$ cat config.mk
export PLATFORM = sky130hd
export DESIGN_NAME = ifols_top
export DESIGN_NICKNAME = d
export VERILOG_FILES = /design/src/ifols_pkg.sv /design/src/ifols_sync.sv /design/src/ifols_timer.sv /design/src/ifols_top.sv
export SDC_FILE = /design/constraint.sdc
export NUM_CORES = 1
export LEC_CHECK = 0
export BUFFER_PORTS_ARGS = -buffer_cell sky130_fd_sc_hd__buf_4
export CORE_MARGIN = 1.5
export CORE_UTILIZATION = 50
export CTS_BUF_LIST = sky130_fd_sc_hd__clkbuf_4 sky130_fd_sc_hd__clkbuf_8
export DETAILED_ROUTE_END_ITERATION = 10
export GPL_ROUTABILITY_DRIVEN = 1
export PLACE_DENSITY = 0.64
export SYNTH_ARGS = -nofsm -noshare
export SYNTH_HDL_FRONTEND = slang
export SYNTH_SLANG_ARGS = --single-unit
$ cat constraint.sdc
create_clock -name i_ref_clk -period 2.85 [get_ports i_ref_clk]
set_input_delay 0.57 -clock i_ref_clk [delete_from_list [all_inputs] [get_ports i_ref_clk]]
set_output_delay 0.57 -clock i_ref_clk [all_outputs]
set_load 0.01 [all_outputs]
$ cat src/ifols_pkg.sv
package ifols_pkg;

   localparam int unsigned CLK_FREQ_MHZ        = 125;
   localparam int unsigned LATCH_CLR_MIN_NS    = 4000;
   localparam int unsigned HS_FAULT_DELAY_NS   = 10000;
   localparam int unsigned HS_BLANK_TIME_NS    = 20000;
   localparam int unsigned HS_STARTUP_TIME_NS  = 8000;
   localparam int unsigned LS_STARTUP_TIME_NS  = 8000;
   localparam int unsigned NS_PER_US           = 1000;

   localparam int unsigned LATCH_CLR_CYC  = (LATCH_CLR_MIN_NS * CLK_FREQ_MHZ + NS_PER_US - 1)
                                            / NS_PER_US;
   localparam int unsigned HS_FLT_CYC     = (HS_FAULT_DELAY_NS * CLK_FREQ_MHZ) / NS_PER_US;
   localparam int unsigned HS_BLK_CYC     = (HS_BLANK_TIME_NS * CLK_FREQ_MHZ) / NS_PER_US;
   localparam int unsigned HS_STA_CYC     = (HS_STARTUP_TIME_NS * CLK_FREQ_MHZ) / NS_PER_US;
   localparam int unsigned LS_STA_CYC     = (LS_STARTUP_TIME_NS * CLK_FREQ_MHZ) / NS_PER_US;

   localparam int unsigned TMR_W = 16;

   typedef enum logic [1:0] {
      IFOLS_OUT_HIZ   = 2'b00,
      IFOLS_OUT_LOW   = 2'b01,
      IFOLS_OUT_CMP   = 2'b10
   } ifols_out_e;

   typedef enum logic [1:0] {
      IFOLS_HS_OFF    = 2'b00,
      IFOLS_HS_BOOT   = 2'b01,
      IFOLS_HS_UP     = 2'b10
   } ifols_hs_e;

   typedef struct packed {
      logic hs_pwr_ok;
      logic hs_uv;
      logic ls_uv;
   } ifols_supply_s;

endpackage : ifols_pkg

$ cat src/ifols_sync.sv
module ifols_sync
   import ifols_pkg::*;
#(
   parameter int unsigned WIDTH = 1
)
(
   input  wire logic             i_ref_clk,
   input  wire logic             i_rstn,
   input  wire logic [WIDTH-1:0] i_async,
   output logic      [WIDTH-1:0] o_sync
);

   logic [WIDTH-1:0] meta_ff;
   logic [WIDTH-1:0] sync_ff;

   // Two-stage synchroniser; the first stage feeds only the second.
   always_ff @(posedge i_ref_clk or negedge i_rstn)
   begin
      if (!i_rstn)
      begin
         meta_ff <= '0;
         sync_ff <= '0;
      end
      else
      begin
         meta_ff <= i_async;
         sync_ff <= meta_ff;
      end
   end

   assign o_sync = sync_ff;

endmodule : ifols_sync

$ cat src/ifols_timer.sv
module ifols_timer
   import ifols_pkg::*;
(
   input  wire logic             i_ref_clk,
   input  wire logic             i_rstn,
   input  wire logic             i_run,
   input  wire logic [TMR_W-1:0] i_limit,
   output logic                  o_done
);

   logic [TMR_W-1:0] cnt_ff;
   logic [TMR_W-1:0] nxt_cnt;
   logic             done_ff;
   logic             nxt_done;

   // Counts while running, restarts whenever the run level drops.
   always_comb
   begin
      nxt_cnt  = cnt_ff;
      nxt_done = done_ff;
      if (!i_run)
      begin
         nxt_cnt  = '0;
         nxt_done = 1'b0;
      end
      else if (cnt_ff >= i_limit - TMR_W'(1))
      begin
         nxt_done = 1'b1;
      end
      else
      begin
         nxt_cnt = cnt_ff + TMR_W'(1);
      end
   end

   always_ff @(posedge i_ref_clk or negedge i_rstn)
   begin
      if (!i_rstn)
      begin
         cnt_ff  <= '0;
         done_ff <= 1'b0;
      end
      else
      begin
         cnt_ff  <= nxt_cnt;
         done_ff <= nxt_done;
      end
   end

   assign o_done = done_ff;

endmodule : ifols_timer

$ cat src/ifols_top.sv
// Operation
// - Mode input high selects latching output.
// - Mode input low makes output follow comparator.
// - Out-of-range input drives fault output low.
// - Transparent mode releases output when back in range.
// - Latch mode holds output low after fault.
// - Clear releases only if input back in range.
// - Output is high impedance at low-side power-up.
// - Dead high side after startup plus delay forces low.
// - Long high-side undervoltage forces output low.
// - Comparator state withheld until high-side blanking ends.
// - Output waits high-side startup plus blanking.
// - Low-side undervoltage puts output high impedance immediately.
// - High side up: normal after low-side startup.
// - Short high-side undervoltage leaves output unaffected.
// - High-side undervoltage recovery resumes normal operation at once.
// - Power loss: low after delay, resume after boot.
// - Window or positive-only comparator by reference level.
module ifols_top
   import ifols_pkg::*;
(
   input  wire logic i_ref_clk,
   input  wire logic i_rstn,
   input  wire logic i_mode_latch,
   input  wire logic i_pos_cmp_trip,
   input  wire logic i_neg_cmp_trip,
   input  wire logic i_pos_only_mode,
   input  wire logic i_hs_pwr_ok,
   input  wire logic i_hs_uv,
   input  wire logic i_ls_uv,
   output logic      o_fault_out,
   output logic      o_fault_oe
);

   logic [5:0]    sync_bus;
   ifols_supply_s sup;
   logic          mode_latch;
   logic          pos_trip;
   logic          neg_trip;
   logic          pos_only;

   ifols_sync #(
      .WIDTH (6)
   ) u_sync (
      .i_ref_clk (i_ref_clk),
      .i_rstn    (i_rstn),
      .i_async   ({i_mode_latch, i_pos_cmp_trip, i_neg_cmp_trip, i_pos_only_mode,
                   i_hs_pwr_ok, i_hs_uv}),
      .o_sync    (sync_bus)
   );

   logic ls_uv_meta_ff;
   logic ls_uv_ff;

   // Low-side undervoltage is separately synchronised and set during reset.
   always_ff @(posedge i_ref_clk or negedge i_rstn)
   begin
      if (!i_rstn)
      begin
         ls_uv_meta_ff <= 1'b1;
         ls_uv_ff      <= 1'b1;
      end
      else
      begin
         ls_uv_meta_ff <= i_ls_uv;
         ls_uv_ff      <= ls_uv_meta_ff;
      end
   end

   assign mode_latch    = sync_bus[5];
   assign pos_trip      = sync_bus[4];
   assign neg_trip      = sync_bus[3];
   assign pos_only      = sync_bus[2];
   assign sup.hs_pwr_ok = sync_bus[1];
   assign sup.hs_uv     = sync_bus[0];
   assign sup.ls_uv     = ls_uv_ff;

   // Negative comparator ignored in positive-only mode.
   logic out_of_range;
   assign out_of_range = pos_trip | (neg_trip & ~pos_only);

   // High-side boot state: startup plus blanking after power returns.
   ifols_hs_e hs_st_ff;
   ifols_hs_e nxt_hs_st;
   logic      boot_done;
   logic      flt_done;
   logic      ls_done;
   logic      hs_bad;

   assign hs_bad = ~sup.hs_pwr_ok | sup.hs_uv | (hs_st_ff != IFOLS_HS_UP);

   always_comb
   begin
      nxt_hs_st = hs_st_ff;
      case (hs_st_ff)
         IFOLS_HS_OFF:
         begin
            if (sup.hs_pwr_ok && !sup.hs_uv)
            begin
               nxt_hs_st = IFOLS_HS_BOOT;
            end
         end
         IFOLS_HS_BOOT:
         begin
            if (!sup.hs_pwr_ok)
            begin
               nxt_hs_st = IFOLS_HS_OFF;
            end
            else if (boot_done)
            begin
               nxt_hs_st = IFOLS_HS_UP;
            end
         end
         IFOLS_HS_UP:
         begin
            if (!sup.hs_pwr_ok)
            begin
               nxt_hs_st = IFOLS_HS_OFF;
            end
         end
         default:
         begin
            nxt_hs_st = IFOLS_HS_OFF;
         end
      endcase
   end

   always_ff @(posedge i_ref_clk or negedge i_rstn)
   begin
      if (!i_rstn)
      begin
         hs_st_ff <= IFOLS_HS_OFF;
      end
      else
      begin
         hs_st_ff <= nxt_hs_st;
      end
   end

   // Timers restart whenever their supply condition drops.
   ifols_timer u_boot_tmr (
      .i_ref_clk (i_ref_clk),
      .i_rstn    (i_rstn),
      .i_run     (hs_st_ff == IFOLS_HS_BOOT),
      .i_limit   (TMR_W'(HS_STA_CYC + HS_BLK_CYC)),
      .o_done    (boot_done)
   );

   ifols_timer u_flt_tmr (
      .i_ref_clk (i_ref_clk),
      .i_rstn    (i_rstn),
      .i_run     (hs_bad & ls_done),
      .i_limit   (TMR_W'(HS_FLT_CYC)),
      .o_done    (flt_done)
   );

   ifols_timer u_ls_tmr (
      .i_ref_clk (i_ref_clk),
      .i_rstn    (i_rstn),
      .i_run     (~sup.ls_uv),
      .i_limit   (TMR_W'(LS_STA_CYC)),
      .o_done    (ls_done)
   );

   // Latch-clear qualifier: mode low for at least the clear time.
   logic clr_done;
   ifols_timer u_clr_tmr (
      .i_ref_clk (i_ref_clk),
      .i_rstn    (i_rstn),
      .i_run     (~mode_latch),
      .i_limit   (TMR_W'(LATCH_CLR_CYC)),
      .o_done    (clr_done)
   );

   // Output mode and latched fault.
   ifols_out_e out_st_ff;
   ifols_out_e nxt_out_st;
   logic       latched_ff;
   logic       nxt_latched;
   logic       nxt_drive_low;
   logic       nxt_oe;
   logic       pull_ff;
   logic       nxt_pull;
   logic       data_ff;

   always_comb
   begin
      nxt_out_st = out_st_ff;
      if (sup.ls_uv)
      begin
         nxt_out_st = IFOLS_OUT_HIZ;
      end
      else if (!ls_done)
      begin
         nxt_out_st = IFOLS_OUT_HIZ;
      end
      else if (!hs_bad)
      begin
         nxt_out_st = IFOLS_OUT_CMP;
      end
      else if (flt_done)
      begin
         nxt_out_st = IFOLS_OUT_LOW;
      end
      else
      begin
         nxt_out_st = out_st_ff;
      end
   end

   always_comb
   begin
      nxt_latched = latched_ff;
      if (out_st_ff == IFOLS_OUT_CMP && mode_latch && out_of_range)
      begin
         nxt_latched = 1'b1;
      end
      else if (clr_done && !out_of_range)
      begin
         nxt_latched = 1'b0;
      end
      nxt_drive_low = 1'b0;
      nxt_oe        = 1'b0;
      case (nxt_out_st)
         IFOLS_OUT_HIZ:
         begin
            nxt_oe = 1'b0;
         end
         IFOLS_OUT_LOW:
         begin
            nxt_oe        = 1'b1;
            nxt_drive_low = 1'b1;
         end
         IFOLS_OUT_CMP:
         begin
            nxt_oe        = 1'b1;
            nxt_drive_low = out_of_range | latched_ff;
         end
         default:
         begin
            nxt_oe = 1'b0;
         end
      endcase
      nxt_pull = nxt_oe & nxt_drive_low;
   end

   always_ff @(posedge i_ref_clk or negedge i_rstn)
   begin
      if (!i_rstn)
      begin
         out_st_ff  <= IFOLS_OUT_HIZ;
         latched_ff <= 1'b0;
         pull_ff    <= 1'b0;
         data_ff    <= 1'b1;
      end
      else
      begin
         out_st_ff  <= nxt_out_st;
         latched_ff <= nxt_latched;
         pull_ff    <= nxt_pull;
         data_ff    <= ~nxt_pull;
      end
   end

   // Open-drain pin: data is low whenever the enable pulls the pin low.
   assign o_fault_out = data_ff;
   assign o_fault_oe  = pull_ff;

   a_ls_uv_hiz: assert property (@(posedge i_ref_clk) disable iff (!i_rstn)
      sup.ls_uv |=> !o_fault_oe)
      else $error("Output driven during low-side undervoltage.");

   a_trip_low: assert property (@(posedge i_ref_clk) disable iff (!i_rstn)
      (out_st_ff == IFOLS_OUT_CMP && nxt_out_st == IFOLS_OUT_CMP && out_of_range)
      |=> o_fault_oe)
      else $error("Trip did not pull output low.");

   a_transp_rel: assert property (@(posedge i_ref_clk) disable iff (!i_rstn)
      (nxt_out_st == IFOLS_OUT_CMP && !out_of_range && !latched_ff && !nxt_latched)
      |=> !o_fault_oe)
      else $error("Transparent output not released.");

   a_latch_hold: assert property (@(posedge i_ref_clk) disable iff (!i_rstn)
      (latched_ff && mode_latch && nxt_out_st == IFOLS_OUT_CMP) |=> o_fault_oe)
      else $error("Latched fault released while armed.");

   a_clr_stay: assert property (@(posedge i_ref_clk) disable iff (!i_rstn)
      (latched_ff && out_of_range) |=> latched_ff)
      else $error("Latch cleared while out of range.");

   a_short_uv: assert property (@(posedge i_ref_clk) disable iff (!i_rstn)
      (out_st_ff == IFOLS_OUT_CMP && !flt_done && !sup.ls_uv) |=> out_st_ff == IFOLS_OUT_CMP)
      else $error("Short undervoltage changed output mode.");

   a_uv_recover: assert property (@(posedge i_ref_clk) disable iff (!i_rstn)
      (out_st_ff == IFOLS_OUT_LOW && !hs_bad && ls_done && !sup.ls_uv)
      |=> out_st_ff == IFOLS_OUT_CMP)
      else $error("No resume after recovery.");

   a_fault_low: assert property (@(posedge i_ref_clk) disable iff (!i_rstn)
      (flt_done && hs_bad && ls_done && !sup.ls_uv) |=> o_fault_oe)
      else $error("Supply fault did not pull output low.");

   c_latch: cover property (@(posedge i_ref_clk) disable iff (!i_rstn)
      latched_ff && !out_of_range && o_fault_oe);
   c_hs_fault: cover property (@(posedge i_ref_clk) disable iff (!i_rstn)
      out_st_ff == IFOLS_OUT_LOW);
   c_boot: cover property (@(posedge i_ref_clk) disable iff (!i_rstn)
      hs_st_ff == IFOLS_HS_BOOT ##1 hs_st_ff == IFOLS_HS_UP);

endmodule : ifols_top

==> flow_summary.json, run 1 <==
{
  "drt_wl_total_microns": 7130,
  "critical_path.endpoint": "u_ls_tmr.cnt_ff[8]$_DFFE_PN0P_",
  "synth.cell_area_sq_um": 3990,
  "fin_crit_sh_pct": 74.3,
  "timing.critical_path.slowest_cell_delay_ps": 480,
  "drive_gt1_share_pct": 12.2,
  "cts_root_buf": "sky130_fd_sc_hd__clkbuf_8",
  "reg2reg_to": "u_ls_tmr.cnt_ff[8]$_DFFE_PN0P_",
  "regToRegSetupSlack_ps": 730,
  "num_io_pins": 11,
  "grt_max_degree": 41,
  "status": "completed",
  "post_synth_arst_share_pct": 100,
  "tritoncts.num_buffers": 9,
  "synth_cells": 377,
  "via_count_of_the_first_global_routing_pass": 2828,
  "rsz_0062_raised_after_global_routing": "no",
  "p_per_area_nw_per_um2": 499,
  "post-dp-hpwl_microns": 4760,
  "initial_core_util_pct": 51.7,
  "finalHoldViolCount": 0,
  "series_of_cell_instances_along_the_critical_path": "ha_1, and2_1, o311a_1, nor4_1, mux2_2",
  "die_width_microns": 92.4,
  "setup.worst_path.start_class": "register",
  "detail_route.iter0.violations": 62,
  "max_cap_violations": 0,
  "wl_per_cell_microns": 14.4,
  "layout_setup_ws_ps": 733,
  "timing.reg2reg.worst_path_depth": 5,
  "post_cts.resized_instances": 0,
  "path_delay_family": "simple AND/OR/NAND/NOR gates",
  "clkLatencyLatePin_ps": 360,
  "synth_seq_area_share_pct": 55.9,
  "place_ws_ps": 754,
  "worst-path-stages": 5,
  "drv_slew": 0,
  "leakage_uw": 0.00190,
  "cts_tree": "built",
  "detailroute.via_count": 2814,
  "worstSetupPathType": "register to register",
  "fp.dieArea_sq_um": 8530,
  "clk_path_buf_depth": 2,
  "vdd.ir_drop.worst_mv": 0.434,
  "worstMarginPinSlew_ps": 792,
  "syn-num-nets": 394,
  "cpMaxStageDelayCell": "sky130_fd_sc_hd__o311a_1",
  "worst_flop_to_flop_path_startpoint": "u_ls_tmr.cnt_ff[0]$_DFFE_PN0P_",
  "drt_drc_violations_left": 0,
  "finalPower_uw": 2180,
  "post_cts.repair.setup_buffers": 0,
  "cts_hold_repair.buffers": 0,
  "cts.htree.levels": 3,
  "first_pass_grt_wire_length_microns": 12800,
  "slew-limit-headroom_pct": 47.1,
  "die_height_microns": 92.4,
  "synth_cell_types": 52,
  "globalplace.congestion": 0.803,
  "clkSlewWorstSetupHoldPaths_ps": 90,
  "setup_total_negative_slack_ps": 0,
  "data_required_time_of_the_worst_path_ps": 3090,
  "critical_path_arrival_ps": 2360,
  "most_frequently_used_flop_master_after_synthesis": "sky130_fd_sc_hd__dfrtp_1",
  "worstSetupStartpoint": "u_ls_tmr.cnt_ff[0]$_DFFE_PN0P_",
  "overflow": 0,
  "postSynthAreaPerCell_sq_um": 10.6,
  "n_antenna_cell": 0,
  "clock.fmax_mhz": 472,
  "critPathMaxFanout": 17,
  "setup_viol_count_final": 0,
  "timing.final.crit_period_ps": 2120,
  "vias_per_cell": 5.67,
  "layout.filler_cells": 674,
  "worst_hold_path_type": "input pin to asynchronous set/reset pin",
  "overall_global_routing_resource_usage_pct": 18.8,
  "yosysWarningCount": 0,
  "core_area_sq_um": 7730,
  "final.setup_skew_ps": 12.1,
  "yosys_register_bits": 89,
  "first_pass_iters": 4,
  "portBuffers": 10,
  "area_added_between_synthesis_and_finish_pct": 9.53,
  "timing.critical_path.buf_inv": 0,
  "drtAntennaViolNets": 0,
  "placementRows": 32,
  "antenna_found_initial": 0,
  "number_of_nets_at_the_end_of_the_flow": 406,
  "cts.sink_count": 89,
  "synth-edff-count": 0,
  "critPathCaptureType": "register"
}
-- cells in the final DEF (no fill, tap or decap), types with 4 or more instances in the layout --
| master | count |
|---|---|
| sky130_fd_sc_hd__dfrtp_1 | 86 |
| sky130_fd_sc_hd__a21oi_1 | 33 |
| sky130_fd_sc_hd__nand2_1 | 28 |
| sky130_fd_sc_hd__nor2b_1 | 24 |
| sky130_fd_sc_hd__nor2_1 | 23 |
| sky130_fd_sc_hd__nand3_1 | 15 |
| sky130_fd_sc_hd__o31ai_1 | 15 |
| sky130_fd_sc_hd__or4_1 | 14 |
| sky130_fd_sc_hd__inv_1 | 13 |
| sky130_fd_sc_hd__buf_4 | 13 |
| sky130_fd_sc_hd__and2_1 | 11 |
| sky130_fd_sc_hd__clkbuf_8 | 11 |
| sky130_fd_sc_hd__o21ai_0 | 10 |
| sky130_fd_sc_hd__nor3_1 | 9 |
| sky130_fd_sc_hd__nand4_1 | 9 |
| sky130_fd_sc_hd__ha_1 | 8 |
| sky130_fd_sc_hd__nor4_1 | 5 |
| sky130_fd_sc_hd__mux2_2 | 5 |
| sky130_fd_sc_hd__nand2b_1 | 4 |
| sky130_fd_sc_hd__and3_1 | 4 |
| sky130_fd_sc_hd__or3_1 | 4 |
| sky130_fd_sc_hd__mux2i_1 | 4 |
-- sequential cells by signal, indices dropped and copies added, names as in the netlist --
name and flops:
u_flt_tmr.o_done 1, u_clr_tmr.cnt_ff 16, u_flt_tmr.cnt_ff 16, u_boot_tmr.cnt_ff 16
out_st_ff 2, o_fault_out 1, ls_uv_ff 1, hs_st_ff 2
u_boot_tmr.o_done 1, u_clr_tmr.o_done 1, latched_ff 1, u_ls_tmr.o_done 1
ls_uv_meta_ff 1, o_fault_oe 1, u_sync.o_sync 6, u_ls_tmr.cnt_ff 16
u_sync.meta_ff 6
-- area by class of cell --
cell class / instances / area, sq um / area share (%)
clock inverters: 4 / 27.5 / 0.629
flip-flops and latches: 89 / 2230 / 51.0
multi-input cells: 262 / 1660 / 38.0
clock buffers: 12 / 159 / 3.63
inverters: 13 / 48.8 / 1.12
repair buffers: 14 / 118 / 2.69
well taps: 102 / 128 / 2.92
-- synthesized netlist by cell type (3+ instances only) --
library cell | number | area (sq um)
sky130_fd_sc_hd__ha_1 | 8 | 100
sky130_fd_sc_hd__o21ai_0 | 10 | 50.1
sky130_fd_sc_hd__mux2i_1 | 4 | 40.0
sky130_fd_sc_hd__mux2_2 | 5 | 56.3
sky130_fd_sc_hd__a21o_1 | 3 | 22.5
sky130_fd_sc_hd__clkbuf_1 | 10 | 37.5
sky130_fd_sc_hd__dfrtp_1 | 86 | 2150
sky130_fd_sc_hd__inv_1 | 13 | 48.8
sky130_fd_sc_hd__or4_1 | 14 | 105
sky130_fd_sc_hd__nand4_1 | 9 | 56.3
sky130_fd_sc_hd__a21oi_1 | 33 | 165
sky130_fd_sc_hd__nor4_1 | 5 | 31.3
sky130_fd_sc_hd__nor2_1 | 23 | 86.3
sky130_fd_sc_hd__and2_1 | 11 | 68.8
sky130_fd_sc_hd__or3_1 | 4 | 25.0
sky130_fd_sc_hd__nand2b_1 | 4 | 25.0
sky130_fd_sc_hd__nand3_1 | 15 | 75.1
sky130_fd_sc_hd__o31ai_1 | 15 | 113
sky130_fd_sc_hd__and3_1 | 4 | 25.0
sky130_fd_sc_hd__dfstp_2 | 3 | 78.8
sky130_fd_sc_hd__nor3_1 | 9 | 45.0
sky130_fd_sc_hd__and4_1 | 3 | 26.3
sky130_fd_sc_hd__nand2_1 | 28 | 105
sky130_fd_sc_hd__nor2b_1 | 24 | 150
-- where the power goes --
group | switching (uW) | total, uW | internal, uW
Clock | 433 | 806 | 373
Combinational | 44.0 | 72.7 | 28.7
Sequential | 22.0 | 1300 | 1280
-- logic make-up (layout without fill, tap and decap cells) --
group           Yosys count  after routing  share of synthesized area (%)
simple gates            166            166                           23.7
flops                    89             89                           55.9
compound gates           78             78                           12.8
buf+inv                  26             43                           2.51
mux                       9              9                           2.41
fa+ha+maj                 8              8                           2.51
xor+xnor                  1              1                          0.219
-- worst min-delay path by stage --
stage	startpoint	slack [ps]	endpoint	depth (start not counted)
6_report	i_rstn	170	u_clr_tmr.cnt_ff[9]$_DFFE_PN0P_	1
5_1_grt	i_rstn	200	u_clr_tmr.cnt_ff[14]$_DFFE_PN0P_	1
4_1_cts	i_rstn	170	u_clr_tmr.cnt_ff[14]$_DFFE_PN0P_	1
3_5_place_dp	u_sync.meta_ff[3]$_DFF_PN0_	330	u_sync.o_sync[3]$_DFF_PN0_	0
3_3_place_gp	u_sync.meta_ff[5]$_DFF_PN0_	330	u_sync.o_sync[5]$_DFF_PN0_	0
2_1_floorplan	i_rstn	270	hs_st_ff[0]$_DFFE_PN0P_	0
-- stage by stage --
step	std cells	utilization (%)	cell area [sq um]	hold WS [ps]
detailed placement	480	54.2	4190	335
global placement	480	54.2	4190	332
finish	496	56.6	4370	173
floorplan	377	-	3990	274
global route	496	56.6	4370	196
CTS	496	56.6	4370	175
-- per-layer routing --
layer	GRT usage (%)	wire, microns	vias up
li1	-	-	1398
met1	24.4	3490	1380
met2	30.4	3350	29
met3	5.83	204	7
met4	5.64	84	0
met5	0	0	-
Power figures use the tool's default switching activity.
==> inputs of run 2 (changes only) <==
==> constraint.sdc (replaced) <==
create_clock -name i_ref_clk -period 2.2 [get_ports i_ref_clk]
set_input_delay 0.44 -clock i_ref_clk [delete_from_list [all_inputs] [get_ports i_ref_clk]]
set_output_delay 0.44 -clock i_ref_clk [all_outputs]
set_load 0.01 [all_outputs]
==> run 2 against run 1 <==
Worst hold slack improved by 9.0 ps. Cell area rose by 1.6%. Setup slack got worse by 610 ps. Clock power rose by 51%. Clock-buffer cell count fell by 3. Wire length fell by 0.18%. First-iteration DRC count rose by 87%. Core utilization rose by 0.89 points. Power rose by 38%. Final cell count rose by 0.81%. Die area did not move. Combinational power rose by 40%.
==> flow_summary.json, run 2 (synthesis results as in run 1) <==
{
  "status": "completed",
  "number_of_nets_at_the_end_of_the_flow": 410,
  "antenna_found_initial": 0,
  "critical_path_arrival_ps": 2330,
  "worstMarginPinSlew_ps": 736,
  "globalplace.congestion": 0.772,
  "drt_drc_violations_left": 0,
  "placementRows": 32,
  "die_height_microns": 92.4,
  "sw_frac_of_total_pct": 22.2,
  "core_area_sq_um": 7730,
  "cts_root_buf": "sky130_fd_sc_hd__clkbuf_8",
  "dp_cells": 483,
  "clk_path_buf_depth": 2,
  "first_pass_grt_wire_length_microns": 12600,
  "die_width_microns": 92.4,
  "area_added_between_synthesis_and_finish_pct": 11.3,
  "setup.worst_path.start_class": "register",
  "data_required_time_of_the_worst_path_ps": 2450,
  "finalHoldViolCount": 0,
  "setup_viol_count_final": 0,
  "setup_total_negative_slack_ps": 0,
  "clock.fmax_mhz": 480,
  "detail_route.iter0.violations": 116,
  "post-dp-hpwl_microns": 4670,
  "clk_pwr_share_pct": 40.6,
  "finalPower_uw": 3010,
  "fp.dieArea_sq_um": 8530,
  "power.share.combinational_pct": 3.4,
  "portBuffers": 10,
  "power_report.internal_total_uw": 2340,
  "vias_per_cell": 5.62,
  "via_count_of_the_first_global_routing_pass": 2740,
  "clkSlewWorstSetupHoldPaths_ps": 90,
  "final.hold.worst_slack_ps": 182,
  "proportion_of_power_drawn_by_flip_flops_and_latches_pct": 56.0,
  "drive_gt1_share_pct": 13.3,
  "cts_tree": "built",
  "rsz_0062_raised_after_global_routing": "no",
  "n_antenna_cell": 0,
  "worst_hold_path_type": "input pin to register",
  "slew-limit-headroom_pct": 50.8,
  "wl_per_cell_microns": 14.2,
  "switching_power_uw": 669,
  "drv_slew": 0,
  "leakage_uw": 0.00194,
  "fin_crit_sh_pct": 94.6,
  "final_common_cell": "sky130_fd_sc_hd__dfrtp_1",
  "overall_global_routing_resource_usage_pct": 18.6,
  "final.setup_skew_ps": 13.1,
  "worstSetupPathType": "register to register",
  "first_pass_iters": 4,
  "critPathMaxFanout": 17,
  "critPathCaptureType": "register",
  "clkLatencyLatePin_ps": 360,
  "num_io_pins": 11,
  "drtAntennaViolNets": 0,
  "final_cell_mix": "sky130_fd_sc_hd__dfrtp_1, sky130_fd_sc_hd__a21oi_1, sky130_fd_sc_hd__nand2_1",
  "grt_max_degree": 48,
  "timing.final.crit_period_ps": 2080,
  "detailroute.via_count": 2812,
  "drt_wl_total_microns": 7120,
  "initial_core_util_pct": 51.7,
  "p_per_area_nw_per_um2": 677,
  "cts.htree.levels": 3,
  "stdcell_count": 500,
  "tritoncts.num_buffers": 9,
  "overflow": 0,
  "cts.sink_count": 89,
  "vdd.ir_drop.worst_mv": 0.312,
  "max_cap_violations": 0
}
-- run 2: cell types whose count changed in the layout (fill, tap and decap cells not counted) --
| cell | delta |
|---|---|
| sky130_fd_sc_hd__nand2_2 | +1 |
| sky130_fd_sc_hd__nand2_1 | -1 |
| sky130_fd_sc_hd__clkbuf_8 | -2 |
| sky130_fd_sc_hd__o311a_1 | -1 |
| sky130_fd_sc_hd__clkinvlp_4 | -2 |
| sky130_fd_sc_hd__dlygate4sd3_1 | +1 |
| sky130_fd_sc_hd__o311a_2 | +1 |
| sky130_fd_sc_hd__clkinv_4 | +2 |
| sky130_fd_sc_hd__clkinv_2 | +1 |
| sky130_fd_sc_hd__clkbuf_4 | -1 |
| sky130_fd_sc_hd__bufinv_16 | +2 |
| sky130_fd_sc_hd__buf_4 | +3 |
-- run 2: final timing paths --
check | to | cells past startpoint | slack [ps] | start
setup / recovery | u_ls_tmr.cnt_ff[7]$_DFFE_PN0P_ | 5 | 120 | u_ls_tmr.cnt_ff[0]$_DFFE_PN0P_
hold / removal | u_sync.meta_ff[0]$_DFF_PN0_ | 1 | 180 | i_hs_uv
setup reg to reg | u_ls_tmr.cnt_ff[7]$_DFFE_PN0P_ | 5 | 120 | u_ls_tmr.cnt_ff[0]$_DFFE_PN0P_
hold reg to reg | ls_uv_ff$_DFF_PN1_ | 0 | 350 | ls_uv_meta_ff$_DFF_PN1_
max in group asynchronous | ls_uv_meta_ff$_DFF_PN1_ | 3 | 1070 | i_rstn
min in group asynchronous | u_clr_tmr.cnt_ff[7]$_DFFE_PN0P_ | 2 | 460 | i_rstn
-- run 2: power by group through the flow --
stage / Clock, uW / Sequential, uW / Combinational, uW
floorplan: 0 / 1710 / 48.4
global placement: 0 / 1720 / 101
detailed placement: 0 / 1720 / 105
CTS: 1270 / 1690 / 106
global route: 1320 / 1690 / 118
finish: 1220 / 1680 / 102
-- run 2: worst max-delay path: stages, from the launching register on --
cell and delay, ps:
sky130_fd_sc_hd__dfrtp_1 410, sky130_fd_sc_hd__ha_1 210, sky130_fd_sc_hd__and2_1 180, sky130_fd_sc_hd__o311a_2 470, sky130_fd_sc_hd__nor4b_1 330, sky130_fd_sc_hd__mux2_2 370
-- run 2: per-layer routing --
metal	track usage [%]	share of wire, %	vias to the layer above	wire length, microns
li1	-	-	1399	-
met1	25.2	50	1367	3530
met5	0	0	-	0
met2	29.3	46	34	3260
met3	2.96	2.2	12	158
met4	9.23	2.2	0	160
-- run 2: final cells by class --
type / count / area (sq um)
clock inverter: 7 / 95.1
fill: 680 / 3290
sequential: 89 / 2230
timing repair buffer: 18 / 150
multi-input combinational: 262 / 1670
clock buffer: 9 / 124
tap: 102 / 128
inverter: 13 / 48.8
-- run 2: timing repair --
action,in CTS,in global routing
hold endpoints to repair,12,0
hold buffers,1,0
setup buffers,0,0
setup endpoints to repair,0,3
gates resized for setup,0,2
-- run 2: metrics by stage --
stage          setup slack, ps  utilization (%)  area, sq um
2_1_floorplan              327                -         3990
3_3_place_gp               136             54.5         4210
3_5_place_dp              84.8             54.5         4210
4_1_cts                   77.9             57.4         4440
5_1_grt                   12.0             57.5         4440
6_report                   119             57.5         4440
==> inputs of run 3 (changes only) <==
--- a/config.mk
+++ b/config.mk
@@ -9,9 +9,11 @@
 export CORE_MARGIN = 1.5
 export CORE_UTILIZATION = 50
 export CTS_BUF_LIST = sky130_fd_sc_hd__clkbuf_4 sky130_fd_sc_hd__clkbuf_8
+export CTS_CLUSTER_DIAMETER = 50
 export DETAILED_ROUTE_END_ITERATION = 10
 export GPL_ROUTABILITY_DRIVEN = 1
 export PLACE_DENSITY = 0.64
+export REMOVE_ABC_BUFFERS = 1
 export SYNTH_ARGS = -nofsm -noshare
 export SYNTH_HDL_FRONTEND = slang
 export SYNTH_SLANG_ARGS = --single-unit
==> run 3 against run 2 <==
Sequential cell count stayed put. Wire length is 0.93% lower. Maximum frequency hardly changed. Clock power is 5% lower. Clock skew is 4.7 ps lower. Sequential power hardly changed. Via count is 1.0% higher. Largest cell class unchanged. Highest routed layer unchanged.
==> flow_summary.json, run 3 (synthesis results as in run 1) <==
{
  "critical_path_arrival_ps": 2360,
  "timing.critical_path.slowest_cell_delay_ps": 480,
  "final_cell_mix": "sky130_fd_sc_hd__dfrtp_1, sky130_fd_sc_hd__a21oi_1, sky130_fd_sc_hd__nand2_1",
  "setup.worst_path.start_class": "register",
  "clk_path_buf_depth": 2,
  "detailroute.via_count": 2841,
  "fp.dieArea_sq_um": 8530,
  "portBuffers": 10,
  "series_of_cell_instances_along_the_critical_path": "ha_1, and2_1, o311a_4, buf_4, or4_1, a21oi_1",
  "drt_drc_violations_left": 0,
  "finalHoldViolCount": 0,
  "critPathMaxFanout": 10,
  "worstMarginPinSlew_ps": 725,
  "layout.filler_cells": 668,
  "clkLatencyLatePin_ps": 350,
  "drt_wl_total_microns": 7050,
  "overall_global_routing_resource_usage_pct": 18.0,
  "number_of_nets_at_the_end_of_the_flow": 413,
  "worst_hold_path_type": "input pin to register",
  "finalPower_uw": 2940,
  "slew-limit-headroom_pct": 51.6,
  "clock.fmax_mhz": 481,
  "detail_route.iter0.violations": 112,
  "critPathCaptureType": "register",
  "postLayoutCoreUtil_pct": 57.8,
  "area_added_between_synthesis_and_finish_pct": 11.8,
  "post-dp-hpwl_microns": 4690,
  "vias_per_cell": 5.65,
  "final.setup_skew_ps": 8.39,
  "drtAntennaViolNets": 0,
  "grt_max_degree": 70,
  "cts_root_buf": "sky130_fd_sc_hd__clkbuf_8",
  "vdd.ir_drop.worst_mv": 0.337,
  "post_cts.repair.setup_buffers": 0,
  "initial_core_util_pct": 51.7,
  "final.hold.worst_slack_ps": 187,
  "via_count_of_the_first_global_routing_pass": 2734,
  "path_delay_family": "simple AND/OR/NAND/NOR gates",
  "tritoncts.num_buffers": 9,
  "leakage_uw": 0.00194,
  "wl_per_cell_microns": 14.0,
  "timing.critical_path.buf_inv": 1,
  "cts.htree.levels": 3,
  "globalplace.congestion": 0.785,
  "first_pass_grt_wire_length_microns": 12300,
  "drv_slew": 0,
  "num_io_pins": 11,
  "die_width_microns": 92.4,
  "overflow": 0,
  "first_pass_iters": 4,
  "p_per_area_nw_per_um2": 659,
  "final_common_cell": "sky130_fd_sc_hd__dfrtp_1",
  "core_area_sq_um": 7730,
  "placementRows": 32,
  "drive_gt1_share_pct": 14.0,
  "fin_crit_sh_pct": 94.5,
  "n_antenna_cell": 0,
  "data_required_time_of_the_worst_path_ps": 2480,
  "clkSlewWorstSetupHoldPaths_ps": 90,
  "die_height_microns": 92.4,
  "status": "completed",
  "max_cap_violations": 0,
  "cpMaxStageDelayCell": "sky130_fd_sc_hd__or4_1",
  "setup_viol_count_final": 0,
  "timing.final.crit_period_ps": 2080,
  "cts_tree": "built",
  "antenna_found_initial": 0,
  "cts.sink_count": 89,
  "worstSetupPathType": "register to register"
}
-- run 3: what timing repair did --
action / CTS / global route
resized for setup: 0 / 2
hold buffers: 1 / 0
endpoints found under the setup margin: 0 / 4
endpoints found under the hold margin: 19 / 0
-- run 3: path summary, 6_finish.rpt --
kind	from	to	slack, ps	cells after the start
max	u_ls_tmr.cnt_ff[0]$_DFFE_PN0P_	u_ls_tmr.cnt_ff[3]$_DFFE_PN0P_	120	6
min	i_pos_only_mode	u_sync.meta_ff[2]$_DFF_PN0_	190	1
max reg2reg	u_ls_tmr.cnt_ff[0]$_DFFE_PN0P_	u_ls_tmr.cnt_ff[3]$_DFFE_PN0P_	120	6
min reg2reg	u_sync.meta_ff[5]$_DFF_PN0_	u_sync.o_sync[5]$_DFF_PN0_	350	0
max in group asynchronous	i_rstn	ls_uv_meta_ff$_DFF_PN1_	1020	3
min in group asynchronous	i_rstn	u_clr_tmr.cnt_ff[3]$_DFFE_PN0P_	500	2
-- run 3: final cells by class --
cell class                 count  area (sq um)  share of cell area [%]
timing repair buffer          21           173                    3.87
inverter                      13          48.8                    1.09
clock buffer                  11           145                    3.25
clock inverter                 5          62.6                    1.40
tap                          102           128                    2.86
multi-input combinational    262          1680                    37.6
sequential                    89          2230                    50.0
-- run 3: layer usage --
| metal | track usage, % | vias to the layer above | wire (microns) |
|---|---|---|---|
| met4 | 6.92 | 0 | 112 |
| met1 | 25.1 | 1410 | 3460 |
| li1 | - | 1402 | - |
| met5 | 0 | - | 0 |
| met2 | 28.1 | 21 | 3350 |
| met3 | 3.28 | 8 | 126 |
-- run 3: through the flow --
stage / setup TNS (ps) / instances / instance area, sq um / setup slack [ps]
final: 0 / 503 / 4470 / 120
after global routing: -9.78 / 503 / 4470 / -8.15
after CTS: 0 / 503 / 4450 / 65.9
after detailed placement: 0 / 486 / 4230 / 81.5
after global placement: 0 / 486 / 4230 / 165
after floorplan: 0 / 364 / 3940 / 228
-- run 3: worst reg2reg max path, cell delays in order (launching register included) --
cell                      delay, ps
sky130_fd_sc_hd__dfrtp_1        420
sky130_fd_sc_hd__ha_1           220
sky130_fd_sc_hd__and2_1         190
sky130_fd_sc_hd__o311a_4        370
sky130_fd_sc_hd__buf_4          170
sky130_fd_sc_hd__or4_1          480
sky130_fd_sc_hd__a21oi_1        160
-- run 3: where the power goes --
part | leakage [uW] | switching (uW) | internal [uW]
Clock | 0.000100 | 579 | 577
Combinational | 0.000643 | 64.0 | 39.3
Sequential | 0.00120 | 21.2 | 1660
